**config.mk**
```make
export PLATFORM = sky130hd
export DESIGN_NAME = debug_support_config_regs
export DESIGN_NICKNAME = d
export VERILOG_FILES = /design/src/core/debug_support_pkg.sv /design/src/core/wb_word_decode.sv /design/src/core/freeze_stage.sv /design/src/core/debug_support_config_regs.sv
export SDC_FILE = /design/constraint.sdc
export NUM_CORES = 1
export LEC_CHECK = 0
export BUFFER_PORTS_ARGS = -buffer_cell sky130_fd_sc_hd__buf_4
export CAP_MARGIN = 25
export CORE_ASPECT_RATIO = 1.2
export CORE_MARGIN = 2
export CORE_UTILIZATION = 43
export DETAILED_ROUTE_END_ITERATION = 8
export PLACE_DENSITY = 0.77
export SKIP_CTS_REPAIR_TIMING = 1
export SLEW_MARGIN = 20
export SYNTH_ARGS = -nofsm -noshare
export SYNTH_HDL_FRONTEND = slang
export SYNTH_SLANG_ARGS = --single-unit
```
**constraint.sdc**
```tcl
create_clock -name clk_i -period 1.9 [get_ports clk_i]
set_input_delay 0.38 -clock clk_i [delete_from_list [all_inputs] [get_ports clk_i]]
set_output_delay 0.38 -clock clk_i [all_outputs]
set_load 0.05 [all_outputs]
```
**src/core/debug_support_pkg.sv**
```systemverilog
// Shared constants and types of the debug support register block.
package debug_support_pkg;

	// Byte addresses of the two registers on the Wishbone bus.
	localparam logic [31:0] CHIP_IDENTIFICATION_ADDR    = 32'hE004_2000;
	localparam logic [31:0] DEBUG_BEHAVIOUR_CONFIG_ADDR = 32'hE004_2004;

	// Only whole 32-bit words are accepted.
	localparam logic [3:0]  FULL_WORD_SEL = 4'hF;

	// Configuration reset value and the bits that software can hold.
	localparam logic [31:0] CONFIG_RESET      = 32'h0000_0000;
	localparam logic [31:0] CONFIG_WRITE_MASK = 32'h003F_FFE7;

	// Field positions of the identification word.
	localparam int          ID_DEVICE_LSB  = 0;
	localparam int          ID_RESERVED_LSB = 12;
	localparam int          ID_WAFER_LSB   = 16;
	localparam logic [3:0]  ID_RESERVED    = 4'h0;

	// Field positions of the configuration word.
	localparam int          CFG_SLEEP_POS      = 0;
	localparam int          CFG_HALT_LP_POS    = 1;
	localparam int          CFG_DEEP_LP_POS    = 2;
	localparam int          CFG_TRACE_ON_POS   = 5;
	localparam int          CFG_TRACE_MODE_LSB = 6;
	localparam int          CFG_IWD_POS        = 8;
	localparam int          CFG_WWD_POS        = 9;
	localparam int          CFG_TIMER_LO_LSB   = 10;
	localparam int          CFG_CAN1_POS       = 14;
	localparam int          CFG_SMBUS1_POS     = 15;
	localparam int          CFG_SMBUS2_POS     = 16;
	localparam int          CFG_TIMER_HI_LSB   = 17;
	localparam int          CFG_CAN2_POS       = 21;

	// Trace pin modes and the data lanes each one uses.
	localparam logic [1:0]  TRACE_MODE_ASYNC = 2'h0;
	localparam logic [1:0]  TRACE_MODE_SYNC1 = 2'h1;
	localparam logic [1:0]  TRACE_MODE_SYNC2 = 2'h2;
	localparam logic [1:0]  TRACE_MODE_SYNC4 = 2'h3;
	localparam logic [2:0]  TRACE_LANES_NONE = 3'h0;
	localparam logic [2:0]  TRACE_LANES_ONE  = 3'h1;
	localparam logic [2:0]  TRACE_LANES_TWO  = 3'h2;
	localparam logic [2:0]  TRACE_LANES_FOUR = 3'h4;

	// Power state reported by the power controller.
	typedef enum logic [1:0] {
		POWER_RUN,
		POWER_SLEEP,
		POWER_HALT_LOWPOWER,
		POWER_DEEP_LOWPOWER
	} power_mode_type;

	// Configuration word, most significant field first.
	typedef struct packed {
		logic [9:0] reserved_high;
		logic       second_can_freeze;
		logic [3:0] timer_freeze_high;
		logic       second_smbus_timeout_freeze;
		logic       first_smbus_timeout_freeze;
		logic       first_can_freeze;
		logic [3:0] timer_freeze_low;
		logic       window_watchdog_freeze;
		logic       independent_watchdog_freeze;
		logic [1:0] trace_mode;
		logic       trace_pins_on;
		logic [1:0] reserved_mid;
		logic       deep_lowpower_debug_clock_keep;
		logic       halt_lowpower_debug_clock_keep;
		logic       sleep_debug_clock_keep;
	} config_fields_type;

	// Complete state of the register block.
	typedef struct packed {
		config_fields_type cfg;
		logic              ack;
		logic              err;
		logic [31:0]       rdata;
		logic              core_clock_run;
		logic              ahb_clock_run;
		logic              rc_clock_source;
		logic [2:0]        trace_lanes;
	} slave_state_type;

	localparam slave_state_type STATE_RESET = '{
		cfg: config_fields_type'(CONFIG_RESET),
		ack: 1'b0,
		err: 1'b0,
		rdata: 32'h0000_0000,
		core_clock_run: 1'b1,
		ahb_clock_run: 1'b1,
		rc_clock_source: 1'b0,
		trace_lanes: TRACE_LANES_NONE
	};

endpackage

```
**src/core/wb_word_decode.sv**
```systemverilog
// Address and byte-select decode for the two register words.
`timescale 1ns/10ps
module wb_word_decode
	import debug_support_pkg::*;
(
	input  wire logic [31:0] adr_i,     // Wishbone byte address.
	input  wire logic [3:0]  sel_i,     // Wishbone byte selects.
	output logic             hit_id_o,  // Identification word addressed.
	output logic             hit_cfg_o, // Configuration word addressed.
	output logic             bad_o      // Unmapped address or partial word.
);

	// A partial word or a foreign address is answered with an error.
	always_comb begin
		hit_id_o  = (adr_i == CHIP_IDENTIFICATION_ADDR) && (sel_i == FULL_WORD_SEL);
		hit_cfg_o = (adr_i == DEBUG_BEHAVIOUR_CONFIG_ADDR) && (sel_i == FULL_WORD_SEL);
		bad_o     = !(hit_id_o || hit_cfg_o);
	end

endmodule

```
**src/core/freeze_stage.sv**
```systemverilog
// Registered gate of freeze enables with the core halted indication.
`timescale 1ns/10ps
module freeze_stage #(
	parameter int WIDTH = 1
) (
	input  wire logic             clk_i,    // Block clock.
	input  wire logic             rst_i,    // Synchronous reset, active high.
	input  wire logic [WIDTH-1:0] enable_i, // Freeze enables from configuration.
	input  wire logic             halted_i, // Core halted indication.
	output logic [WIDTH-1:0]      frozen_o  // Freeze outputs to the peripherals.
);

	logic [WIDTH-1:0] frozen_reg;
	logic [WIDTH-1:0] frozen_next;

	// A peripheral freezes only while its enable is set and the core is halted.
	always_comb begin
		frozen_next = rst_i ? '0 : (enable_i & {WIDTH{halted_i}}); // RULE_17
	end

	// The freeze flags are registered so the outputs come from flip-flops.
	always_ff @(posedge clk_i) begin
		frozen_reg <= frozen_next;
	end

	assign frozen_o = frozen_reg;
endmodule

```
**src/core/debug_support_config_regs.sv**
```systemverilog
// Debug support registers: chip identification and debug behaviour config.
//
// What this block does
// RULE_01 - Identification bits 11:0 hold device code.
// RULE_02 - Bits 31:16 wafer revision, 15:12 reserved.
// RULE_03 - Accessors use whole 32-bit word accesses.
// RULE_04 - Config clears on power-on reset only.
// RULE_05 - Bit 0 picks debugged sleep clocks.
// RULE_06 - Bit 1 picks debugged halt low-power clocks.
// RULE_07 - Bit 2 picks debugged deep low-power clocks.
// RULE_08 - Bit 5 enables trace pins; 4:3 reserved.
// RULE_09 - Bits 7:6 trace mode, set while enabled.
// RULE_10 - Bit 8 freezes independent watchdog when halted.
// RULE_11 - Bit 9 freezes window watchdog when halted.
// RULE_12 - Bits 13:10, 20:17 freeze timers when halted.
// RULE_13 - Bit 14 freezes first CAN when halted.
// RULE_14 - Bit 15 freezes first SMBus timeout.
// RULE_15 - Bit 16 freezes second SMBus timeout.
// RULE_16 - Bit 21 freezes second CAN; 31:22 reserved.
// RULE_17 - Freeze equals bit AND halted; reserved zero.
`timescale 1ns/10ps
module debug_support_config_regs
	import debug_support_pkg::*;
#(
	parameter logic [11:0] DEVICE_ID     = 12'h5A3,  // Arbitrary value.
	parameter logic [15:0] WAFER_REVISION = 16'h0001, // Arbitrary value.
	parameter int          TIMER_COUNT    = 8
) (
	input  wire logic                   clk_i,                          // Clock, 250 MHz.
	input  wire logic                   rst_i,                          // System reset.
	input  wire logic                   por_i,                          // Power-on reset.
	input  wire logic                   cyc_i,                          // Wishbone cycle.
	input  wire logic                   stb_i,                          // Wishbone strobe.
	input  wire logic                   we_i,                           // Wishbone write.
	input  wire logic [31:0]            adr_i,                          // Byte address.
	input  wire logic [3:0]             sel_i,                          // Byte selects.
	input  wire logic [31:0]            dat_i,                          // Write data.
	output logic [31:0]                 dat_o,                          // Read data.
	output logic                        ack_o,                          // Normal answer.
	output logic                        err_o,                          // Error answer.
	input  wire logic                   core_halted_i,                  // Core halted.
	input  wire power_mode_type         power_mode_i,                   // Power state.
	output logic                        core_clock_run_o,               // Core clock on.
	output logic                        ahb_clock_run_o,                // AHB clock on.
	output logic                        rc_clock_source_o,              // Clocks from RC.
	output logic                        sleep_debug_clock_keep_o,       // Config bit 0.
	output logic                        halt_lowpower_debug_clock_keep_o, // Config bit 1.
	output logic                        deep_lowpower_debug_clock_keep_o, // Config bit 2.
	output logic                        trace_pins_on_o,                // Trace pins on.
	output logic [1:0]                  trace_mode_o,                   // Trace mode.
	output logic [2:0]                  trace_lanes_o,                  // Trace lanes.
	output logic                        independent_watchdog_freeze_o,  // Freeze.
	output logic                        window_watchdog_freeze_o,       // Freeze.
	output logic [TIMER_COUNT-1:0]      timer_freeze_o,                 // Freezes.
	output logic                        first_can_freeze_o,             // Freeze.
	output logic                        second_can_freeze_o,            // Freeze.
	output logic                        first_smbus_timeout_freeze_o,   // Freeze.
	output logic                        second_smbus_timeout_freeze_o   // Freeze.
);

	slave_state_type   state_reg;
	slave_state_type   state_next;
	config_fields_type written;
	logic              hit_id;
	logic              hit_cfg;
	logic              bad;
	logic              req_new;
	logic              wr_commit;
	logic              any_reset;
	logic [31:0]       id_word;
	logic [1:0]        wd_freeze;
	logic [1:0]        can_freeze;
	logic [1:0]        smbus_freeze;

	// Address and byte-select decode of the current request.
	wb_word_decode u_decode (
		.adr_i     (adr_i),
		.sel_i     (sel_i),
		.hit_id_o  (hit_id),
		.hit_cfg_o (hit_cfg),
		.bad_o     (bad)
	);

	// The identification word is fixed; its reserved nibble reads zero.
	assign id_word = {WAFER_REVISION, ID_RESERVED, DEVICE_ID}; // RULE_01 RULE_02

	assign any_reset = rst_i || por_i;

	// Request taking, read data, configuration update and clock decode.
	always_comb begin
		state_next = state_reg;
		written    = state_reg.cfg;
		req_new    = cyc_i && stb_i && !state_reg.ack && !state_reg.err;
		wr_commit  = state_reg.ack && cyc_i && stb_i && we_i && hit_cfg;
		state_next.ack   = 1'b0;
		state_next.err   = 1'b0;
		state_next.rdata = 32'h0000_0000;
		if (req_new) begin
			if (bad) begin
				state_next.err = 1'b1; // RULE_03
			end else begin
				state_next.ack   = 1'b1;
				state_next.rdata = hit_id ? id_word
					: (32'(state_reg.cfg) & CONFIG_WRITE_MASK); // RULE_17
			end
		end
		// A write lands at the edge where the master samples the answer.
		if (wr_commit) begin
			written = config_fields_type'(dat_i & CONFIG_WRITE_MASK); // RULE_08 RULE_16
			if (!written.trace_pins_on) begin
				written.trace_mode = state_reg.cfg.trace_mode; // RULE_09
			end
			state_next.cfg = written;
		end
		// Clock selection for the debugged power states.
		case (power_mode_i)
			POWER_RUN: begin
				state_next.core_clock_run  = 1'b1;
				state_next.ahb_clock_run   = 1'b1;
				state_next.rc_clock_source = 1'b0;
			end
			POWER_SLEEP: begin
				state_next.core_clock_run  = 1'b1; // RULE_05
				state_next.ahb_clock_run   = state_reg.cfg.sleep_debug_clock_keep;
				state_next.rc_clock_source = 1'b0;
			end
			POWER_HALT_LOWPOWER: begin
				state_next.core_clock_run  = state_reg.cfg.halt_lowpower_debug_clock_keep;
				state_next.ahb_clock_run   = state_reg.cfg.halt_lowpower_debug_clock_keep;
				state_next.rc_clock_source = state_reg.cfg.halt_lowpower_debug_clock_keep; // RULE_06
			end
			POWER_DEEP_LOWPOWER: begin
				state_next.core_clock_run  = state_reg.cfg.deep_lowpower_debug_clock_keep;
				state_next.ahb_clock_run   = state_reg.cfg.deep_lowpower_debug_clock_keep;
				state_next.rc_clock_source = state_reg.cfg.deep_lowpower_debug_clock_keep; // RULE_07
			end
			default: begin
				state_next.core_clock_run  = 1'b1;
				state_next.ahb_clock_run   = 1'b1;
				state_next.rc_clock_source = 1'b0;
			end
		endcase
		// Number of trace data lanes for the selected mode.
		if (!state_reg.cfg.trace_pins_on) begin
			state_next.trace_lanes = TRACE_LANES_NONE; // RULE_08
		end else begin
			case (state_reg.cfg.trace_mode)
				TRACE_MODE_ASYNC: state_next.trace_lanes = TRACE_LANES_NONE; // RULE_09
				TRACE_MODE_SYNC1: state_next.trace_lanes = TRACE_LANES_ONE;
				TRACE_MODE_SYNC2: state_next.trace_lanes = TRACE_LANES_TWO;
				TRACE_MODE_SYNC4: state_next.trace_lanes = TRACE_LANES_FOUR;
				default:          state_next.trace_lanes = TRACE_LANES_NONE;
			endcase
		end
		// System reset clears the bus side but leaves the configuration alone.
		if (rst_i) begin
			state_next     = STATE_RESET;
			state_next.cfg = state_reg.cfg; // RULE_04
		end
	end

	// Only power-on reset clears the whole state, configuration included.
	always_ff @(posedge clk_i) begin
		if (por_i) begin
			state_reg <= STATE_RESET; // RULE_04
		end else begin
			state_reg <= state_next;
		end
	end

	// Register outputs.
	assign dat_o                            = state_reg.rdata;
	assign ack_o                            = state_reg.ack;
	assign err_o                            = state_reg.err;
	assign core_clock_run_o                 = state_reg.core_clock_run;
	assign ahb_clock_run_o                  = state_reg.ahb_clock_run;
	assign rc_clock_source_o                = state_reg.rc_clock_source;
	assign sleep_debug_clock_keep_o         = state_reg.cfg.sleep_debug_clock_keep;
	assign halt_lowpower_debug_clock_keep_o = state_reg.cfg.halt_lowpower_debug_clock_keep;
	assign deep_lowpower_debug_clock_keep_o = state_reg.cfg.deep_lowpower_debug_clock_keep;
	assign trace_pins_on_o                  = state_reg.cfg.trace_pins_on;
	assign trace_mode_o                     = state_reg.cfg.trace_mode;
	assign trace_lanes_o                    = state_reg.trace_lanes;

	// Watchdog freezes, independent in bit 0 and window in bit 1.
	freeze_stage #(
		.WIDTH (2)
	) u_wd_freeze (
		.clk_i    (clk_i),
		.rst_i    (any_reset),
		.enable_i ({state_reg.cfg.window_watchdog_freeze,
			state_reg.cfg.independent_watchdog_freeze}), // RULE_10 RULE_11
		.halted_i (core_halted_i),
		.frozen_o (wd_freeze)
	);

	// Timer freezes, low group in bits 3:0 and high group in bits 7:4.
	freeze_stage #(
		.WIDTH (TIMER_COUNT)
	) u_timer_freeze (
		.clk_i    (clk_i),
		.rst_i    (any_reset),
		.enable_i (TIMER_COUNT'({state_reg.cfg.timer_freeze_high,
			state_reg.cfg.timer_freeze_low})), // RULE_12
		.halted_i (core_halted_i),
		.frozen_o (timer_freeze_o)
	);

	// CAN freezes, first in bit 0 and second in bit 1.
	freeze_stage #(
		.WIDTH (2)
	) u_can_freeze (
		.clk_i    (clk_i),
		.rst_i    (any_reset),
		.enable_i ({state_reg.cfg.second_can_freeze,
			state_reg.cfg.first_can_freeze}), // RULE_13 RULE_16
		.halted_i (core_halted_i),
		.frozen_o (can_freeze)
	);

	// SMBus timeout freezes, first in bit 0 and second in bit 1.
	freeze_stage #(
		.WIDTH (2)
	) u_smbus_freeze (
		.clk_i    (clk_i),
		.rst_i    (any_reset),
		.enable_i ({state_reg.cfg.second_smbus_timeout_freeze,
			state_reg.cfg.first_smbus_timeout_freeze}), // RULE_14 RULE_15
		.halted_i (core_halted_i),
		.frozen_o (smbus_freeze)
	);

	// Freeze outputs by peripheral.
	assign independent_watchdog_freeze_o = wd_freeze[0];
	assign window_watchdog_freeze_o      = wd_freeze[1];
	assign first_can_freeze_o            = can_freeze[0];
	assign second_can_freeze_o           = can_freeze[1];
	assign first_smbus_timeout_freeze_o  = smbus_freeze[0];
	assign second_smbus_timeout_freeze_o = smbus_freeze[1];
endmodule

```
==> summary.md <==
| Metric | Value |
|---|---|
| Status | finished clean |
| Int Pwr | 2.014 mW |
| CTS Buffer Depth | 2 |
| RSZ-0062 raised after global routing | false |
| Setup TNS | 0 ps |
| Clk_skew | 5.510 ps |
| Syn Inst Count | 264 |
| Area Overhead vs Synth | 34.75% |
| Layout cells sized above 1 | 43.37% |
| Final setup viols | 0 |
| Crit. End Element | flop |
| Dpl ws | -124.0 ps |
| Final slew viol count | 0 |
| Fin crit share | 89.47% |
| Initial DRC Count | 50 |
| Final hold slack | 268.1 ps |
| Leakage power | 1.541 nW |
| Routed length per instance | 12.16 um |
| First-pass GRT wire length | 8100 um |
| I/O Buffers | 112 |
| Gate power share | 9.2% |
| Worst-path cell chain | buf_4, nor4_1, nand4_1, or4_4, buf_12, nor3_2 |
| Psw | 594.5 uW |
| Ports | 137 |
| DR pass1 iterations | 4 |
| Ys Warns | 0 |
| Max Cap Viol | 0 |
| Initial antenna violation count | 0 |
| Initial core utilization | 43.88% |
| Cell Area, Synth | 0.002621 mm^2 |
| Core Util, Final | 59.13% |
| Kind of critical path | in2reg |
| Netlist cell types | 25 |
| DRT Wirelength | 5399 um |
| Fill cells | 554 |
| DR vias | 1923 |
| Design Power | 2.609 mW |
| Die footprint | 0.006739 mm^2 |
| Power share of the clock group | 40.8% |
| #FFs+latches synth | 62 |
| Max stage delay on crit path | 620 ps |
| Average cell area after synthesis | 9.929 um^2 |
| Switching Fraction | 22.79% |
| Largest register FFs | 20 |
| Antenna Nets Post-Route | 0 |
| Power density over the cells | 738.6 mW/mm^2 |
| Routability Congestion | 0.7999 |
| Vias in the first global route | 1741 |
| Slowest cell on the critical path | or4_4 |
| Hpwl dp | 4057 um |
| H-Tree Depth | 3 |
| Final setup margin | 200.0 ps |
| Die height | 89.53 um |
| R2R depth | 5 |
| Critical path buffer and inverter count | 2 |
| WP depth | 6 |
| Crit-path max FO | 15 |
| Grt ovf | 0 |
| # diodes | 0 |
| Clock Latency Late Sink | 330 ps |
| Worst reg-to-reg setup slack | 390 ps |
| # clock sinks | 62 |
| Clock transition at path regs | 60 ps |
| Gr usage total | 16.50% |
| Share of power burned in registers | 49.9% |
| Largest net degree at the start of global routing | 41 |
| Min cycle time layout | 1700 ps |
| Cell family with most CP delay | simple AND/OR/NAND/NOR gates |
| Horiz. Die Dim | 75.28 um |
| CTS tree | yes |
| Hold Path Depth | 2 |
| Final Hold Vio Count | 0 |
| Startpoint type of the worst setup path | input port |
| Num CTS Buffers | 9 |
| Upper clock frequency limit | 588.2 MHz |
| Row cnt | 31 |
| HP Class | in2reg |
| Sequential share of the synthesized area | 47.35% |
| VDD IR max | 511.7 uV |
| Root Buffer | clkbuf_8 |
| Worst endpoint required time | 2150 ps |
| Detailed-route DRC error count | 0 |
| Worst EP arrival | 1950 ps |
| Vias per inst | 4.331 |
| Placeable Area | 0.005973 mm^2 |
| Nets | 434 |
[logic make-up (layout without fill, tap and decap cells)]
kind of cell           after synthesis  in the layout  share of synthesized area, %
and+or+nand+nor                     99             99                         24.77
DFF                                 62             62                         47.35
other                                1             12                        0.1431
muxes                               22             22                         8.401
buffers and inverters               72            159                         16.66
AOI/OAI and AO/OA                    8              8                         2.673
[worst register-to-register path, stage by stage, from the launching register on]
cell and delay [ps]:
dfxtp_1 330, nor2_1 100, nand4_1 120, or4_4 590, buf_12 180, nor3_2 120
[routing by layer]
metal | share of wire [%] | track usage [%] | vias up
li1 | - | - | 1001
met3 | 5.9 | 5.524 | 10
met5 | 0 | 0 | -
met1 | 42 | 19.05 | 847
met4 | 2.0 | 7.496 | 0
met2 | 50 | 27.51 | 65
[power by group through the flow]
stage / clock network [mW] / registers [mW] / logic, mW
2_1_floorplan: 0 / 1.34 / 0.125
3_3_place_gp: 0 / 1.33 / 0.239
3_5_place_dp: 0 / 1.33 / 0.242
4_1_cts: 1.09 / 1.30 / 0.242
5_1_grt: 1.15 / 1.30 / 0.256
6_report: 1.07 / 1.30 / 0.240
[final timing paths]
| path | endpoint | from |
|---|---|---|
| worst max-delay path | dat_o[11]$_SDFF_PP0_ | adr_i[14] |
| worst min-delay path | core_clock_run_o$_SDFF_PP1_ | power_mode_i[1] |
| worst max register to register | dat_o[11]$_SDFF_PP0_ | ack_o$_SDFF_PP0_ |
| worst min register to register | dat_o[19]$_SDFF_PP0_ | state_reg[59]$_SDFFE_PP0P_ |
[metrics by stage]
step | area [um^2] | cells
after floorplan | 2663 | 275
after global placement | 3351 | 428
after detailed placement | 3351 | 428
after CTS | 3532 | 444
after global routing | 3532 | 444
final | 3532 | 444
[cell usage in the layout (no fill, tap or decap)]
cell / synthesis / routed
clkbuf_8: 0 / 9
a21oi_2: 7 / 7
and3_1: 14 / 14
nand3_1: 5 / 5
or4_4: 1 / 1
nor2_1: 8 / 8
nand4_1: 4 / 4
nand2b_1: 40 / 40
nand2_1: 2 / 2
clkbuf_1: 7 / 2
mux2i_1: 22 / 22
nor4_2: 0 / 1
inv_1: 21 / 21
conb_1: 1 / 12
nor3_2: 12 / 12
clkinv_2: 0 / 4
nor4b_1: 1 / 1
a22o_1: 1 / 1
and4b_1: 2 / 2
nor3_1: 2 / 2
buf_4: 38 / 119
nor4bb_1: 1 / 1
buf_12: 0 / 2
bufinv_16: 0 / 1
nor4_1: 7 / 6
inv_2: 1 / 1
dfxtp_1: 62 / 62
[Yosys cell counts]
cell | instances | area [um^2]
nor4_1 | 7 | 43.79
dfxtp_1 | 62 | 1241
nand2b_1 | 40 | 250.2
inv_2 | 1 | 3.750
nand3_1 | 5 | 25.02
buf_4 | 38 | 285.3
nor2_1 | 8 | 30.03
nor3_1 | 2 | 10.01
buf_6 | 3 | 33.78
nor3_2 | 12 | 120.1
nor4b_1 | 1 | 8.760
conb_1 | 1 | 3.750
and3_1 | 14 | 87.58
mux2i_1 | 22 | 220.2
or4_4 | 1 | 11.26
inv_1 | 21 | 78.83
buf_1 | 1 | 3.750
a22o_1 | 1 | 8.760
buf_2 | 1 | 5.000
nand2_1 | 2 | 7.510
clkbuf_1 | 7 | 26.28
nand4_1 | 4 | 25.02
and4b_1 | 2 | 20.02
a21oi_2 | 7 | 61.31
nor4bb_1 | 1 | 10.01
[area by class of cell]
cell class / instances / area (um^2) / share of cell area (%)
clock buffer: 11 / 131.4 / 3.719
tap: 82 / 102.6 / 2.905
clock inverter: 5 / 50.05 / 1.417
multi-input combinational: 141 / 991.0 / 28.06
timing repair buffer: 121 / 933.4 / 26.43
inverter: 22 / 82.58 / 2.338
sequential: 62 / 1241 / 35.14
Power figures use the tool's default switching activity.
